==> config.mk <==
export PLATFORM = sky130hd
export DESIGN_NAME = ewol_unit
export DESIGN_NICKNAME = d
export VERILOG_FILES = /design/src/ewol_pkg.sv /design/src/ewol_unit.sv
export SDC_FILE = /design/constraint.sdc
export NUM_CORES = 1
export LEC_CHECK = 0
export BUFFER_PORTS_ARGS = -buffer_cell sky130_fd_sc_hd__buf_2
export CORE_MARGIN = 2
export CORE_UTILIZATION = 62
export DETAILED_ROUTE_END_ITERATION = 6
export PLACE_DENSITY_LB_ADDON = 0.08
export SYNTH_ARGS = -nofsm -noshare
export SYNTH_HDL_FRONTEND = slang
export SYNTH_SLANG_ARGS = --single-unit
==> constraint.sdc <==
create_clock -name hclk -period 4.25 [get_ports hclk]
set_input_delay 0.425 -clock hclk [delete_from_list [all_inputs] [get_ports hclk]]
set_output_delay 0.425 -clock hclk [all_outputs]
set_load 0.02 [all_outputs]
==> src/ewol_pkg.sv <==
// Package for the wake-on-LAN unit: register offsets, field positions, reset values.
// Assumes a 32-bit AHB-Lite register bus with word-aligned registers.
package ewol_pkg;
  localparam logic [7:0] EWOL_OFS_CTRL = 8'h70;
  localparam logic [7:0] EWOL_OFS_STATUS = 8'h74;
  localparam logic [7:0] EWOL_OFS_CRC = 8'h78;
  localparam logic [7:0] EWOL_OFS_MASK1 = 8'h80;
  localparam logic [7:0] EWOL_OFS_CLEAR = 8'h90;
  localparam logic [7:0] EWOL_OFS_IRQEN = 8'h94;
  localparam int EWOL_POS_SHAPE = 24;
  localparam int EWOL_POS_PHYPD = 18;
  localparam int EWOL_POS_BANK = 16;
  localparam int EWOL_POS_PSAVE = 15;
  localparam int EWOL_NEVT = 7;
  localparam logic [31:0] EWOL_CTRL_WMASK = 32'h0307_807F;
  localparam logic [31:0] EWOL_RST_WORD = 32'h0000_0000;
  localparam logic [31:0] EWOL_CRC_INIT = 32'hFFFF_FFFF;
  localparam logic [31:0] EWOL_CRC_POLY = 32'hEDB8_8320;
  localparam logic [5:0] EWOL_MASK_BYTES = 6'd32;
  localparam int EWOL_PULSE_NS = 100;
  localparam int EWOL_CLK_NS = 20;
  localparam logic [3:0] EWOL_PULSE_CYC = 4'((EWOL_PULSE_NS + EWOL_CLK_NS - 1) / EWOL_CLK_NS);
  typedef enum logic [1:0] {
    EWOL_SHAPE_HIGH = 2'b00,
    EWOL_SHAPE_LOW = 2'b01,
    EWOL_SHAPE_PPULSE = 2'b10,
    EWOL_SHAPE_NPULSE = 2'b11
  } ewol_shape_e;
endpackage : ewol_pkg

==> src/ewol_unit.sv <==
// Wake-on-LAN control/status unit: AHB-Lite slave, banked frame CRC/mask, event flags.
// Assumes the receive path streams frame bytes and reports magic packets and link level.
//
// Behaviour
// - Wake output shape from two-bit type
// - Control bit 18 requests PHY power-down
// - Bank select picks frame for CRC/mask
// - Bit 15 sets power-saving mode
// - Bits 3-6 enable frame 1-4 events
// - Bit 2 enables magic packet event
// - Bits 1/0 enable link up/down events
// - Frame flags at status 3-6, W1C
// - Magic packet flag at status 2, W1C
// - Link flags at status 1/0, W1C
// - CRC register banked by bank select
// - Mask bit n covers frame byte n+1
// - Mask word banked by bank select
//
// The AHB-Lite slave port was chosen for this implementation.
module ewol_unit
  import ewol_pkg::*;
#(
  parameter int NFRAME = 4
) (
  input wire logic hclk,
  input wire logic hresetn,
  input wire logic hsel,
  input wire logic [31:0] haddr,
  input wire logic [1:0] htrans,
  input wire logic hwrite,
  input wire logic [2:0] hsize,
  input wire logic [31:0] hwdata,
  input wire logic hready,
  output logic [31:0] hrdata,
  output logic hreadyout,
  output logic hresp,
  input wire logic rx_byte_valid,
  input wire logic [7:0] rx_byte,
  input wire logic rx_frame_start,
  input wire logic rx_frame_end,
  input wire logic magic_packet_seen,
  input wire logic link_up_pin,
  output logic wake_out,
  output logic phy_power_down_request,
  output logic power_saving_mode,
  output logic irq
);

  // CRC-32 byte update, shared by all frame matchers
  function automatic logic [31:0] crc_byte(input logic [31:0] c, input logic [7:0] d);
    logic [31:0] r;
    r = c ^ {24'h00_0000, d};
    for (int i = 0; i < 8; i++) begin
      r = r[0] ? ((r >> 1) ^ EWOL_CRC_POLY) : (r >> 1);
    end
    return r;
  endfunction : crc_byte

  logic [31:0] ctrl_r;
  logic [EWOL_NEVT-1:0] status_r;
  logic [EWOL_NEVT-1:0] irq_en_r;
  logic [31:0] crc_mem_r [NFRAME];
  logic [31:0] mask_mem_r [NFRAME];
  logic [31:0] run_crc_r [NFRAME];
  logic [5:0] byte_idx_r;
  logic [EWOL_NEVT-1:0] evt;
  logic [NFRAME-1:0] frame_hit;
  logic wr_pend_r;
  logic [7:0] wr_addr_r;
  logic [1:0] bank;
  logic [1:0] shape;
  logic wake_level;
  logic [3:0] pulse_cnt_r;
  logic wake_arm_r;
  logic [2:0] link_sync_r;
  logic link_state_r;

  assign bank = ctrl_r[EWOL_POS_BANK +: 2];
  assign shape = ctrl_r[EWOL_POS_SHAPE +: 2];

  // Address phase capture; slave always ready with OKAY
  wire addr_ok = hsel && hready && htrans[1];
  always_ff @(posedge hclk or negedge hresetn) begin
    if (!hresetn) begin
      wr_pend_r <= 1'b0;
      wr_addr_r <= 8'h00;
      hreadyout <= 1'b1;
      hresp <= 1'b0;
    end else begin
      wr_pend_r <= addr_ok && hwrite;
      wr_addr_r <= haddr[7:0];
      hreadyout <= 1'b1;
      hresp <= 1'b0;
    end
  end

  // Read data registered at the address phase, valid in the data phase
  always_ff @(posedge hclk or negedge hresetn) begin
    if (!hresetn) begin
      hrdata <= EWOL_RST_WORD;
    end else if (addr_ok && !hwrite) begin
      if (haddr[7:0] == EWOL_OFS_CTRL) begin
        hrdata <= ctrl_r;
      end else if (haddr[7:0] == EWOL_OFS_STATUS) begin
        hrdata <= {25'h000_0000, status_r};
      end else if (haddr[7:0] == EWOL_OFS_CRC) begin
        hrdata <= crc_mem_r[bank];
      end else if (haddr[7:0] == EWOL_OFS_MASK1) begin
        hrdata <= mask_mem_r[bank];
      end else if (haddr[7:0] == EWOL_OFS_IRQEN) begin
        hrdata <= {25'h000_0000, irq_en_r};
      end else begin
        hrdata <= EWOL_RST_WORD;
      end
    end
  end

  // Control register: writable fields only, reserved bits stay zero
  always_ff @(posedge hclk or negedge hresetn) begin
    if (!hresetn) begin
      ctrl_r <= EWOL_RST_WORD;
    end else if (wr_pend_r && wr_addr_r == EWOL_OFS_CTRL) begin
      ctrl_r <= hwdata & EWOL_CTRL_WMASK;
    end
  end

  // Interrupt enable register
  always_ff @(posedge hclk or negedge hresetn) begin
    if (!hresetn) begin
      irq_en_r <= '0;
    end else if (wr_pend_r && wr_addr_r == EWOL_OFS_IRQEN) begin
      irq_en_r <= hwdata[EWOL_NEVT-1:0];
    end
  end

  // Banked CRC and mask storage, written only for the selected frame
  always_ff @(posedge hclk or negedge hresetn) begin
    if (!hresetn) begin
      for (int f = 0; f < NFRAME; f++) begin
        crc_mem_r[f] <= EWOL_RST_WORD;
        mask_mem_r[f] <= EWOL_RST_WORD;
      end
    end else if (wr_pend_r) begin
      if (wr_addr_r == EWOL_OFS_CRC) begin
        crc_mem_r[bank] <= hwdata;
      end else if (wr_addr_r == EWOL_OFS_MASK1) begin
        mask_mem_r[bank] <= hwdata;
      end
    end
  end

  // Per-frame CRC over bytes selected by the mask; byte n+1 uses mask bit n
  always_ff @(posedge hclk or negedge hresetn) begin
    if (!hresetn) begin
      byte_idx_r <= 6'd0;
      for (int f = 0; f < NFRAME; f++) begin
        run_crc_r[f] <= EWOL_CRC_INIT;
      end
    end else if (rx_frame_start) begin
      byte_idx_r <= 6'd0;
      for (int f = 0; f < NFRAME; f++) begin
        run_crc_r[f] <= EWOL_CRC_INIT;
      end
    end else if (rx_byte_valid && byte_idx_r < EWOL_MASK_BYTES) begin
      byte_idx_r <= byte_idx_r + 6'd1;
      for (int f = 0; f < NFRAME; f++) begin
        if (mask_mem_r[f][byte_idx_r[4:0]]) begin
          run_crc_r[f] <= crc_byte(run_crc_r[f], rx_byte);
        end
      end
    end
  end

  // Frame match at frame end compares the finished CRC with the stored one
  always_comb begin
    for (int f = 0; f < NFRAME; f++) begin
      frame_hit[f] = rx_frame_end && ((~run_crc_r[f]) == crc_mem_r[f]);
    end
  end

  // Link level through three flops; change counts when last two agree
  always_ff @(posedge hclk or negedge hresetn) begin
    if (!hresetn) begin
      link_sync_r <= 3'b000;
      link_state_r <= 1'b0;
    end else begin
      link_sync_r <= {link_sync_r[1:0], link_up_pin};
      if (link_sync_r[2] == link_sync_r[1]) begin
        link_state_r <= link_sync_r[2];
      end
    end
  end

  wire link_agree = link_sync_r[2] == link_sync_r[1];
  wire link_rise = link_agree && link_sync_r[2] && !link_state_r;
  wire link_fall = link_agree && !link_sync_r[2] && link_state_r;

  // Events gated by their enables
  always_comb begin
    evt[0] = link_fall && ctrl_r[0];
    evt[1] = link_rise && ctrl_r[1];
    evt[2] = magic_packet_seen && ctrl_r[2];
    evt[6:3] = frame_hit[3:0] & ctrl_r[6:3];
  end

  // Sticky status; a write of one clears, a new event wins
  always_ff @(posedge hclk or negedge hresetn) begin
    if (!hresetn) begin
      status_r <= '0;
    end else begin
      if (wr_pend_r && wr_addr_r == EWOL_OFS_CLEAR) begin
        status_r <= (status_r & ~hwdata[EWOL_NEVT-1:0]) | evt;
      end else if (wr_pend_r && wr_addr_r == EWOL_OFS_STATUS) begin
        status_r <= (status_r & ~hwdata[EWOL_NEVT-1:0]) | evt;
      end else begin
        status_r <= status_r | evt;
      end
    end
  end

  // Wake output: level follows any flag; pulse fires once per new event
  assign wake_level = |status_r;
  always_ff @(posedge hclk or negedge hresetn) begin
    if (!hresetn) begin
      pulse_cnt_r <= 4'd0;
      wake_arm_r <= 1'b0;
    end else begin
      wake_arm_r <= |evt;
      if (wake_arm_r) begin
        pulse_cnt_r <= EWOL_PULSE_CYC;
      end else if (pulse_cnt_r != 4'd0) begin
        pulse_cnt_r <= pulse_cnt_r - 4'd1;
      end
    end
  end

  always_ff @(posedge hclk or negedge hresetn) begin
    if (!hresetn) begin
      wake_out <= 1'b0;
    end else begin
      case (shape)
        EWOL_SHAPE_HIGH: wake_out <= wake_level;
        EWOL_SHAPE_LOW: wake_out <= !wake_level;
        EWOL_SHAPE_PPULSE: wake_out <= (pulse_cnt_r != 4'd0) || wake_arm_r;
        default: wake_out <= !((pulse_cnt_r != 4'd0) || wake_arm_r);
      endcase
    end
  end

  // Registered control outputs and interrupt
  always_ff @(posedge hclk or negedge hresetn) begin
    if (!hresetn) begin
      phy_power_down_request <= 1'b0;
      power_saving_mode <= 1'b0;
      irq <= 1'b0;
    end else begin
      phy_power_down_request <= ctrl_r[EWOL_POS_PHYPD];
      power_saving_mode <= ctrl_r[EWOL_POS_PSAVE];
      irq <= |(status_r & irq_en_r);
    end
  end

  AST_PHYPD: assert property (@(posedge hclk) disable iff (!hresetn)
    phy_power_down_request == $past(ctrl_r[EWOL_POS_PHYPD]))
    else $error("PHY power-down output not following control bit");
  AST_PSAVE: assert property (@(posedge hclk) disable iff (!hresetn)
    $rose(ctrl_r[EWOL_POS_PSAVE]) |=> power_saving_mode)
    else $error("Power saving mode not entered");
  AST_SHAPE_HIGH: assert property (@(posedge hclk) disable iff (!hresetn)
    (shape == 2'b00) && $stable(shape) |=> wake_out == $past(wake_level))
    else $error("Active high wake level wrong");
  AST_SHAPE_LOW: assert property (@(posedge hclk) disable iff (!hresetn)
    (shape == 2'b01) && $stable(shape) |=> wake_out == !$past(wake_level))
    else $error("Active low wake level wrong");
  AST_NO_EVT_DISABLED: assert property (@(posedge hclk) disable iff (!hresetn)
    !ctrl_r[2] && !status_r[2] && !(wr_pend_r && wr_addr_r == EWOL_OFS_CTRL)
    |=> !status_r[2])
    else $error("Magic flag set while disabled");
  AST_STICKY: assert property (@(posedge hclk) disable iff (!hresetn)
    status_r[0] && !wr_pend_r |=> status_r[0])
    else $error("Link down flag lost without clear");
  AST_W1C: assert property (@(posedge hclk) disable iff (!hresetn)
    wr_pend_r && wr_addr_r == EWOL_OFS_STATUS && hwdata[3] && !evt[3] |=> !status_r[3])
    else $error("Frame 1 flag not cleared by write one");
  AST_MAGIC_SET: assert property (@(posedge hclk) disable iff (!hresetn)
    magic_packet_seen && ctrl_r[2] |=> status_r[2])
    else $error("Magic packet flag not set");
  AST_CRC_BANK: assert property (@(posedge hclk) disable iff (!hresetn)
    wr_pend_r && wr_addr_r == EWOL_OFS_CRC |=> crc_mem_r[$past(bank)] == $past(hwdata))
    else $error("Banked CRC write lost");
  AST_MASK_BANK: assert property (@(posedge hclk) disable iff (!hresetn)
    wr_pend_r && wr_addr_r == EWOL_OFS_MASK1 |=> mask_mem_r[$past(bank)] == $past(hwdata))
    else $error("Banked mask write lost");

  // Read data mirrors the addressed register one edge after the address phase
  AST_RD_CTRL: assert property (@(posedge hclk) disable iff (!hresetn)
    addr_ok && !hwrite && haddr[7:0] == EWOL_OFS_CTRL |=> hrdata == $past(ctrl_r))
    else $error("Control read data wrong");
  AST_RD_STATUS: assert property (@(posedge hclk) disable iff (!hresetn)
    addr_ok && !hwrite && haddr[7:0] == EWOL_OFS_STATUS |=> hrdata[6:0] == $past(status_r))
    else $error("Status read data wrong");
  AST_RD_CRC: assert property (@(posedge hclk) disable iff (!hresetn)
    addr_ok && !hwrite && haddr[7:0] == EWOL_OFS_CRC |=> hrdata == $past(crc_mem_r[bank]))
    else $error("Banked CRC read data wrong");
  AST_RD_MASK: assert property (@(posedge hclk) disable iff (!hresetn)
    addr_ok && !hwrite && haddr[7:0] == EWOL_OFS_MASK1 |=> hrdata == $past(mask_mem_r[bank]))
    else $error("Banked mask read data wrong");

  // Control storage keeps reserved bits clear; CRC and mask bank 0 untouched by writes to other banks
  AST_CTRL_RSVD: assert property (@(posedge hclk) disable iff (!hresetn)
    (ctrl_r & ~EWOL_CTRL_WMASK) == 32'h0000_0000)
    else $error("Reserved control bit set");
  AST_CRC_OTHER: assert property (@(posedge hclk) disable iff (!hresetn)
    wr_pend_r && wr_addr_r == EWOL_OFS_CRC && bank != 2'd0 |=> $stable(crc_mem_r[0]))
    else $error("CRC write hit an unselected frame");
  AST_MASK_OTHER: assert property (@(posedge hclk) disable iff (!hresetn)
    wr_pend_r && wr_addr_r == EWOL_OFS_MASK1 && bank != 2'd0 |=> $stable(mask_mem_r[0]))
    else $error("Mask write hit an unselected frame");
  AST_PSAVE_FALL: assert property (@(posedge hclk) disable iff (!hresetn)
    $fell(ctrl_r[EWOL_POS_PSAVE]) |=> !power_saving_mode)
    else $error("Power saving mode not left");

  // Event flags: set by enabled events, cleared by a write of one
  AST_LINK_UP_SET: assert property (@(posedge hclk) disable iff (!hresetn)
    link_rise && ctrl_r[1] |=> status_r[1])
    else $error("Link up flag not set");
  AST_LINK_DN_SET: assert property (@(posedge hclk) disable iff (!hresetn)
    link_fall && ctrl_r[0] |=> status_r[0])
    else $error("Link down flag not set");
  AST_FRAME4_SET: assert property (@(posedge hclk) disable iff (!hresetn)
    frame_hit[3] && ctrl_r[6] |=> status_r[6])
    else $error("Frame 4 flag not set");
  AST_SET_WINS: assert property (@(posedge hclk) disable iff (!hresetn)
    evt[2] && wr_pend_r && hwdata[2] |=> status_r[2])
    else $error("Clear beat a new magic event");
  AST_CLR_MAGIC: assert property (@(posedge hclk) disable iff (!hresetn)
    wr_pend_r && wr_addr_r == EWOL_OFS_CLEAR && hwdata[2] && !evt[2] |=> !status_r[2])
    else $error("Magic flag not cleared");
  AST_CLR_LINK: assert property (@(posedge hclk) disable iff (!hresetn)
    wr_pend_r && wr_addr_r == EWOL_OFS_STATUS && hwdata[1] && !evt[1] |=> !status_r[1])
    else $error("Link up flag not cleared");
  AST_IRQ: assert property (@(posedge hclk) disable iff (!hresetn)
    irq == $past(|(status_r & irq_en_r)))
    else $error("Interrupt level wrong");

  // Frame CRC engine: restart, byte count and masked bytes
  AST_CRC_RESTART: assert property (@(posedge hclk) disable iff (!hresetn)
    rx_frame_start |=> run_crc_r[0] == EWOL_CRC_INIT && byte_idx_r == 6'd0)
    else $error("Frame CRC not restarted");
  AST_BYTE_IDX: assert property (@(posedge hclk) disable iff (!hresetn)
    byte_idx_r <= EWOL_MASK_BYTES)
    else $error("Byte index past mask word");
  AST_MASK_SKIP: assert property (@(posedge hclk) disable iff (!hresetn)
    rx_byte_valid && !rx_frame_start && byte_idx_r < EWOL_MASK_BYTES
    && !mask_mem_r[0][byte_idx_r[4:0]] |=> $stable(run_crc_r[0]))
    else $error("Masked-out byte entered CRC");

  // Pulse shapes: armed pulse, hold while counting, idle afterwards
  AST_PULSE_LOAD: assert property (@(posedge hclk) disable iff (!hresetn)
    wake_arm_r |=> pulse_cnt_r == EWOL_PULSE_CYC)
    else $error("Pulse counter not loaded");
  AST_PPULSE_ARM: assert property (@(posedge hclk) disable iff (!hresetn)
    wake_arm_r && shape == 2'b10 |=> wake_out)
    else $error("Positive pulse not started");
  AST_PPULSE_HOLD: assert property (@(posedge hclk) disable iff (!hresetn)
    pulse_cnt_r != 4'd0 && shape == 2'b10 |=> wake_out)
    else $error("Positive pulse cut short");
  AST_PPULSE_END: assert property (@(posedge hclk) disable iff (!hresetn)
    pulse_cnt_r == 4'd0 && !wake_arm_r && shape == 2'b10 |=> !wake_out)
    else $error("Positive pulse too long");
  AST_NPULSE_ARM: assert property (@(posedge hclk) disable iff (!hresetn)
    wake_arm_r && shape == 2'b11 |=> !wake_out)
    else $error("Negative pulse not started");

  COV_MAGIC: cover property (@(posedge hclk) disable iff (!hresetn) evt[2] ##2 irq);
  COV_FRAME: cover property (@(posedge hclk) disable iff (!hresetn) |evt[6:3]);
  COV_LINK_UP: cover property (@(posedge hclk) disable iff (!hresetn) evt[1]);
  COV_PULSE: cover property (@(posedge hclk) disable iff (!hresetn) shape == 2'b10 && wake_out);
  COV_NPULSE: cover property (@(posedge hclk) disable iff (!hresetn) shape == 2'b11 && !wake_out);

endmodule : ewol_unit

Word-level counts from Yosys, hierarchy flattened

Cells that the tools add are included.

Muxes and demuxes: 68
$add $sub $neg: 2
Div/mod/pow operators: 0
Reductions and logical operators: 44
Shift-type cells: 0
Multiply operators: 0
Magnitude comparators: 4
Bitwise gates (word level): 48
Equal/unequal tests: 18

Operator list:

| cell                | number |
|---|---|
| $mux 32             | 45 |
| $not 13->14         | 32 |
| $bwmux 128          | 2 |
| $mux 128            | 2 |
| $bmux 32 s2         | 2 |
| $eq 32x32->1        | 4 |
| $not 32->32         | 4 |
| $xor 32x8->32       | 4 |
| $demux 32 s2        | 1 |
| $eq 8x7->1 const B  | 6 |
| $eq 8x8->1 const B  | 5 |
| $logic_and 1x1->1   | 21 |
| $mux 7              | 3 |
| $reduce_or 7->1     | 3 |
| $bmux 1 s5          | 4 |
| $and 7x7->7         | 2 |
| $or 7x7->7          | 2 |
| $mux 6              | 2 |
| $reduce_bool 2->1   | 6 |
| $reduce_and 2->1    | 5 |
| $mux 4              | 2 |
| $not 7->7           | 1 |
| $add 6x1->6 const B | 1 |
| $lt 5x6->1 const B  | 1 |
| 17 further kinds    | 24 |

RAM bits: 0
Memory bits (read-only): 0
Bits in latches: 0
Register bits after elaboration: 471
Memories: 0

Logic depth before layout (Yosys ltp)

Gate-level depths: netlist of run 1.

Depth after elaboration: 20
Gate-level depth with buffers: 10
Depth with buffers taken out: 6

Worst setup path before layout of run 1

No wires, ideal clock.

Kind: register to register
Start: reg byte_idx_r[0]
End: reg run_crc_r[28] in the netlist's numbering
Stages on the path, launching flop included: 10
Data arrival time: 1.956 ns
Data required time: 4.159 ns
Buffers on the path: 3
Period minus slack after synthesis: 2.048 ns
Library setup time: 0.091 ns
Setup slack: 2.202 ns
Cell sequence: dfrtp_1 buf_4 buf_6 mux4_2 mux2i_1 a311oi_1 nand3_2 buf_2 mux2i_1 nand2_1

Longest elaborated chain between the ends: 4
Elaborated cells between the ends (all ways): 7
Those cells by class: 1 x order compare; 2 x mux; 4 x reduce/logical

RTL lines:

| item                                                                     | line                               | text |
|---|---|---|
| start, declared                                                          | ewol_unit.sv:65                    | `logic [5:0] byte_idx_r;` |
| start signal, assigned                                                   | ewol_unit.sv:165                   | `byte_idx_r <= byte_idx_r + 6'd1;` |
| $bmux 1 s5 / $lt 6x6->1 (equally long branches)                          | ewol_unit.sv:167, ewol_unit.sv:164 |  |
| $mux 1 (not written as such) / $logic_and 1x1->1 (equally long branches) | ewol_unit.sv:167, ewol_unit.sv:164 |  |
| $reduce_bool 2->1 (no source line)                                       | --                                 |  |
| $reduce_and 2->1 (no source line) (*)                                    | --                                 |  |
| end signal, assigned by index                                            | ewol_unit.sv:168                   | `run_crc_r[f] <= crc_byte(run_crc_r[f], rx_byte);` |
| end, declared                                                            | ewol_unit.sv:64                    | `logic [31:0] run_crc_r [NFRAME];` |

Mark *: on every way between the ends. The rest lies on a longest branch, timed or not. The select of a mux whose other input is x is not followed.
A chain may end at the register's enable or synchronous reset.

Final worst setup path of run 1

Start: reg byte_idx_r[1]
End: reg run_crc_r[124] in the netlist's numbering

The elaborated chain is that of the path after synthesis.

==> impl_metrics.ini, run 1 <==
[cells_and_area]
area.growth.synth_to_final_pct = 11.0
instances_no_fill = 2739
nFillCells = 2944
finalInstanceArea_mm2 = 0.0284
n_antenna_cell = 0
nets = 2256
drive_gt1_share_pct = 33.2

[synthesis]
async_flop_share_pct = 100
synth_seq_area_share_pct = 46.7
synth_edf_count = 0
yosysWarnings = 0
ys_ff_latch = 471
ys.flop_type = dfrtp_1
syn_avg_cell_area_um2 = 12.1
synth_top_area_share_pct = 33.6
ys_top_cells_by_count = 343 x dfrtp_1, 243 x xnor2_1, 220 x mux2_2
synth.largest_area_cell = dfrtp_1
synth.top_cells.by_area = dfrtp_1 34%, dfstp_2 13%, mux2_2 9.7%, mux4_2 8.7%, xnor2_1 8.3%
synth.most_common_cell = dfrtp_1
ys_types = 66
synthesis.area_mm2 = 0.0256
synth_nets = 2197
synthCells = 2105

[pwr]
sequentialPowerShare_pct = 37.0
combPwrFrac_pct = 34.2
p_leak_nw = 11.3
p_per_area_mw_per_mm2 = 591
power_frac_clock_pct = 28.8
p_int_w = 0.0110
switching_share_pct = 34.1
peakVddDrop_uv = 381
p_sw_w = 0.00571

[clocking]
clock_latency_ns = 0.61
cts_setup_buffers = 0
cts_sinks = 471
numCtsBuffers = 51
clockBufferDepth = 3
root_buffer = clkbuf_16
cts_tree = built
clk_pin_slew_ns = 0.06
cts-htree-levels = 2

[setup_path]
cp_cell_sequence = buf_4 -> mux4_2 -> o22ai_1 -> a311oi_1 -> nand3_2 -> buf_4 -> nor3_1 -> a21oi_1
cp.required_ns = 4.75
critPathKind = flop to flop
startpoint_type = flop
crit_top_cell = buf_4
critPathSlowestCell = dfrtp_1
critPathMaxStageDelay_ns = 0.76
critPathMaxFanout = 36
crit_arrival_ns = 3.78
cp-end-kind = flop

[floorplanning]
coreArea_mm2 = 0.0407
start_util_pct = 62.7
die_h_um = 207
dieArea_mm2 = 0.0429
pin_count = 125
placementRows = 74
die_w_um = 207

[routing]
wl_um = 74400
drt_iter0_markers = 1835
first_pass_iters = 7
num_vias = 17800
wire_per_inst_um = 27.2
viasPerCell = 6.50
postRouteAntennaNets = 0
drcViolationCount = 3

[sta]
setup_violations = 0
fin_tns_setup_ns = 0
relSlewSlack_pct = 21.9
fin_skew_ns = 0.0277
fmax_ghz = 0.304
holdWs_ns = 0.0740
finalCritPeriodShare_pct = 77.3
rsz0062_at_grt = false
hold_viol = 0
fin_crit_ns = 3.29
slew_viol_final = 0
worst_pin_slew_ns = 1.17

[global_route]
grt_pass1_vias = 17500
grt_use_total_pct = 34.9
grt_antenna_before_repair = 1
grt_max_degree = 99
overflow = 0
grt_pass1_wl_um = 113000

[job]
cap_viol_max_count = 0

[place]
placed_area_mm2 = 0.0264
hpwl_um = 53200
place.port_buffers = 94
placedCellCount = 2635
place.gp.congestion = 0.970

[run_status]
violations = DRC
status = complete, but fails checks

[worst_hold_path]
hold_path_class = primary input to flop
## cell type report
cell class	count	area [um2]	area share, %
tap	532	666	2.35
clock buffer	78	1580	5.57
clock inverter	18	255	0.900
timing repair buffer	142	951	3.35
inverter	26	98.8	0.349
multi-input combinational	1472	12900	45.3
sequential	471	12000	42.2
## power by group through the flow
stage	logic [W]	registers (W)	clock network, W
after floorplan	0.00472	0.00588	0
after global placement	0.00555	0.00622	0
after detailed placement	0.00565	0.00625	0
after CTS	0.00572	0.00618	0.00485
after global routing	0.00622	0.00625	0.00503
final	0.00573	0.00620	0.00482
## per-stage QoR
step / power [W] / util, % / setup slack, ns
final: 0.0168 / 69.6 / 0.964
after global routing: 0.0175 / 69.6 / 0.754
after CTS: 0.0168 / 69.6 / 1.06
after detailed placement: 0.0119 / 64.9 / 1.10
after global placement: 0.0118 / 64.9 / 1.09
after floorplan: 0.0106 / - / 2.20
## worst paths after layout
kind                                 from        endpoint  slack [ns]  depth (start not counted)
min reg2reg                link_sync_r[0]  link_sync_r[1]        0.36                          0
max reg2reg                 byte_idx_r[1]  run_crc_r[124]        0.96                          8
max in group asynchronous         hresetn   byte_idx_r[0]        2.66                          3
min                             hwdata[2]     irq_en_r[2]        0.07                          2
min in group asynchronous         hresetn  crc_mem_r[105]        0.42                          2
max                         byte_idx_r[1]  run_crc_r[124]        0.96                          8
## metal layers
metal	track usage, %	routed length, um	vias up
li1	-	-	7637
met1	50.4	31100	9213
met2	54.0	34500	793
met3	6.53	6170	151
met4	11.6	2650	0
met5	0	0	-
## cell usage in the layout (no fill, tap or decap), drive strengths merged, types with 3 or more instances in the layout
master	n
a21oi	54
a222oi	8
a22o	6
a22oi	22
a31oi	30
and4	3
buf	134
bufinv	6
clkbuf	78
clkinv	13
dfrtp	343
dfstp	128
dlygate4sd3	8
ha	5
inv	25
mux2	220
mux2i	23
mux4	99
nand2	172
nand3	16
nand3b	3
nand4	22
nor2	70
nor2b	4
nor3	77
nor4	19
nor4b	3
o211ai	54
o21ai	102
o22ai	13
or3b	3
xnor2	273
xor2	144
## flip-flops by register name, summed over array words and instances, names as in the netlist, 3 cells and up
register     flops
run_crc_r      128
link_sync_r      3
byte_idx_r       6
ctrl_r          13
status_r         7
crc_mem_r      128
irq_en_r         7
wr_addr_r        8
mask_mem_r     128
pulse_cnt_r      4
hrdata          32
## critical path, delay by kind of cell, from the launching register on
| kind | cells | cell delay (ns) |
|---|---|---|
| buffers and inverters | 2 | 0.78 |
| DFF | 1 | 0.76 |
| muxes | 1 | 0.24 |
| and+or+nand+nor | 2 | 0.88 |
| AOI/OAI and AO/OA | 3 | 0.47 |
## cells by family (layout without fill, tap and decap cells)
logic type                 Yosys count  count (layout)  synth area share, %
DFF                                471             471                 46.7
muxes                              342             342                 19.3
buffers and inverters              162             264                 3.03
xor gates and xnor gates           417             417                 15.9
AOI/OAI and AO/OA                  303             303                 7.45
adders and majority gates            5               5                0.245
other                                2               2               0.0294
and+or+nand+nor                    403             403                 7.29
## what timing repair did
action / 4_1_cts / 5_1_grt
resized for setup: 0 / 0
hold endpoints to repair: 60 / 0
hold buffers: 8 / 0
Power figures use the tool's default switching activity.
==> inputs of run 2 (changes only) <==
- CORE_UTILIZATION: 62 -> 56
- clock period: 4.25 -> 3 ns (I/O delays scaled with it)
==> run 2 against run 1 <==
Effect of this change:
- the run now ends clean
- largest power group unchanged
- maximum frequency is 22% higher
- sequential cell count unchanged
- global-route usage fell by 1.9 points
==> impl_metrics.ini, run 2 (synthesized netlist as in run 1, its figures left out) <==
[run_status]
status = finished clean

[global_route]
grt_use_total_pct = 33.0
grt_pass1_wl_um = 115000
overflow = 0
grt_max_degree = 96
grt_pass1_vias = 17400
grt_antenna_before_repair = 2

[pwr]
p_int_w = 0.0154
peakVddDrop_uv = 648
total_power_w = 0.0236
power_frac_clock_pct = 27.8
p_per_area_mw_per_mm2 = 822
switching_share_pct = 34.5
p_leak_nw = 11.4
p_sw_w = 0.00813
combPwrFrac_pct = 35.1
sequentialPowerShare_pct = 37.0

[setup_path]
crit_arrival_ns = 3.19
cp_num_buf_inv = 2
critPathKind = flop to flop
critPathMaxFanout = 61
cp.required_ns = 3.51
startpoint_type = flop
cp_top_family = multiplexers
critPathSlowestCell = mux4_2
critPathMaxStageDelay_ns = 0.53
cp_cell_sequence = buf_12 -> mux4_2 -> mux2i_1 -> a311oi_1 -> nand3_2 -> buf_12 -> mux2i_1 -> nand2_1
cp-end-kind = flop

[worst_hold_path]
hold_path_class = primary input to flop

[cells_and_area]
layout_commonest_cell = dfrtp_1
final_cell_mix = 340 x dfrtp_1, 243 x xnor2_1, 220 x mux2_2
regArea_mm2 = 0.0120
n_antenna_cell = 0
nets = 2283
reg_top3 = crc_mem_r (128), mask_mem_r (128), run_crc_r (128)
nFillCells = 3521
drive_gt1_share_pct = 33.3
multi_input_comb_area_mm2 = 0.0129
instances_no_fill = 2834
area.growth.synth_to_final_pct = 12.1

[sta]
slew_viol_final = 0
finalCritPeriodShare_pct = 89.5
fin_tns_setup_ns = 0
fmax_ghz = 0.372
hold_viol = 0
rsz0062_at_grt = false
worst_pin_slew_ns = 0.820
fin_crit_ns = 2.69
setup_violations = 0
relSlewSlack_pct = 44.8
fin_skew_ns = 0.0359

[routing]
num_vias = 17700
viasPerCell = 6.24
drcViolationCount = 0
wl_um = 76300
postRouteAntennaNets = 0
first_pass_iters = 7
drt_iter0_markers = 1720
wire_per_inst_um = 26.9

[place]
place.gp.congestion = 0.971
placedCellCount = 2717
hpwl_um = 55100
place.port_buffers = 94

[clocking]
numCtsBuffers = 52
root_buffer = clkbuf_16
clock_latency_ns = 0.63
clk_pin_slew_ns = 0.06
cts_tree = built
clockBufferDepth = 3
cts-htree-levels = 2
cts_sinks = 471

[floorplanning]
coreArea_mm2 = 0.0452
pin_count = 125
die_w_um = 218
placementRows = 78
dieArea_mm2 = 0.0474
start_util_pct = 56.6
die_h_um = 218

[job]
cap_viol_max_count = 0
run 2: cell count changes in the layout (fill, tap and decap cells not counted), moves of 3 or more:
cell and change:
buf_12 +6, buf_4 +8, bufinv_16 -3, clkbuf_1 +4, clkbuf_8 -4, dlygate4sd3_1 +12
run 2: timing repair:
action                                 CTS  global route
setup endpoints to repair                0             1
gates resized for setup                  0             1
setup buffers                            0             0
endpoints found under the hold margin   53             0
hold buffers                            20             0
run 2: through the flow:
step	hold WS, ns	cell area (um2)	worst slack, ns	util (%)
6_report	0.0678	28700	0.314	63.4
5_1_grt	0.0745	28700	0.150	63.4
4_1_cts	0.0525	28700	0.215	63.4
3_5_place_dp	0.351	26700	0.249	59.1
3_3_place_gp	0.344	26700	0.252	59.1
2_1_floorplan	0.00441	25600	0.952	-
run 2: power groups by stage:
stage / registers, W / logic, W / clock network, W
finish: 0.00873 / 0.00827 / 0.00656
global route: 0.00882 / 0.00901 / 0.00691
CTS: 0.00872 / 0.00827 / 0.00665
detailed placement: 0.00881 / 0.00818 / 0
global placement: 0.00879 / 0.00809 / 0
floorplan: 0.00834 / 0.00669 / 0
run 2: path summary, 6_finish.rpt:
check	to	startpoint	slack (ns)	cells past startpoint
max in group asynchronous	run_crc_r[18]	hresetn	1.71	3
max	run_crc_r[30]	byte_idx_r[0]	0.31	8
max reg2reg	run_crc_r[30]	byte_idx_r[0]	0.31	8
min	mask_mem_r[10]	hwdata[10]	0.07	2
min in group asynchronous	irq_en_r[6]	hresetn	0.32	2
min reg2reg	link_sync_r[1]	link_sync_r[0]	0.36	0
run 2: cell type report:
| type | instances | share of cell area [%] |
|---|---|---|
| Clock inverter | 18 | 0.624 |
| Clock buffer | 79 | 5.46 |
| Multi-Input combinational cell | 1472 | 44.9 |
| Tap cell | 600 | 2.62 |
| Sequential cell | 471 | 41.7 |
| Inverter | 26 | 0.341 |
| Timing Repair Buffer | 168 | 4.37 |
run 2: per-layer routing:
metal	track usage, %	part of all wire [%]
met5	0	0
met3	4.76	6.6
met1	48.7	44
met4	10.9	3.2
met2	50.5	46
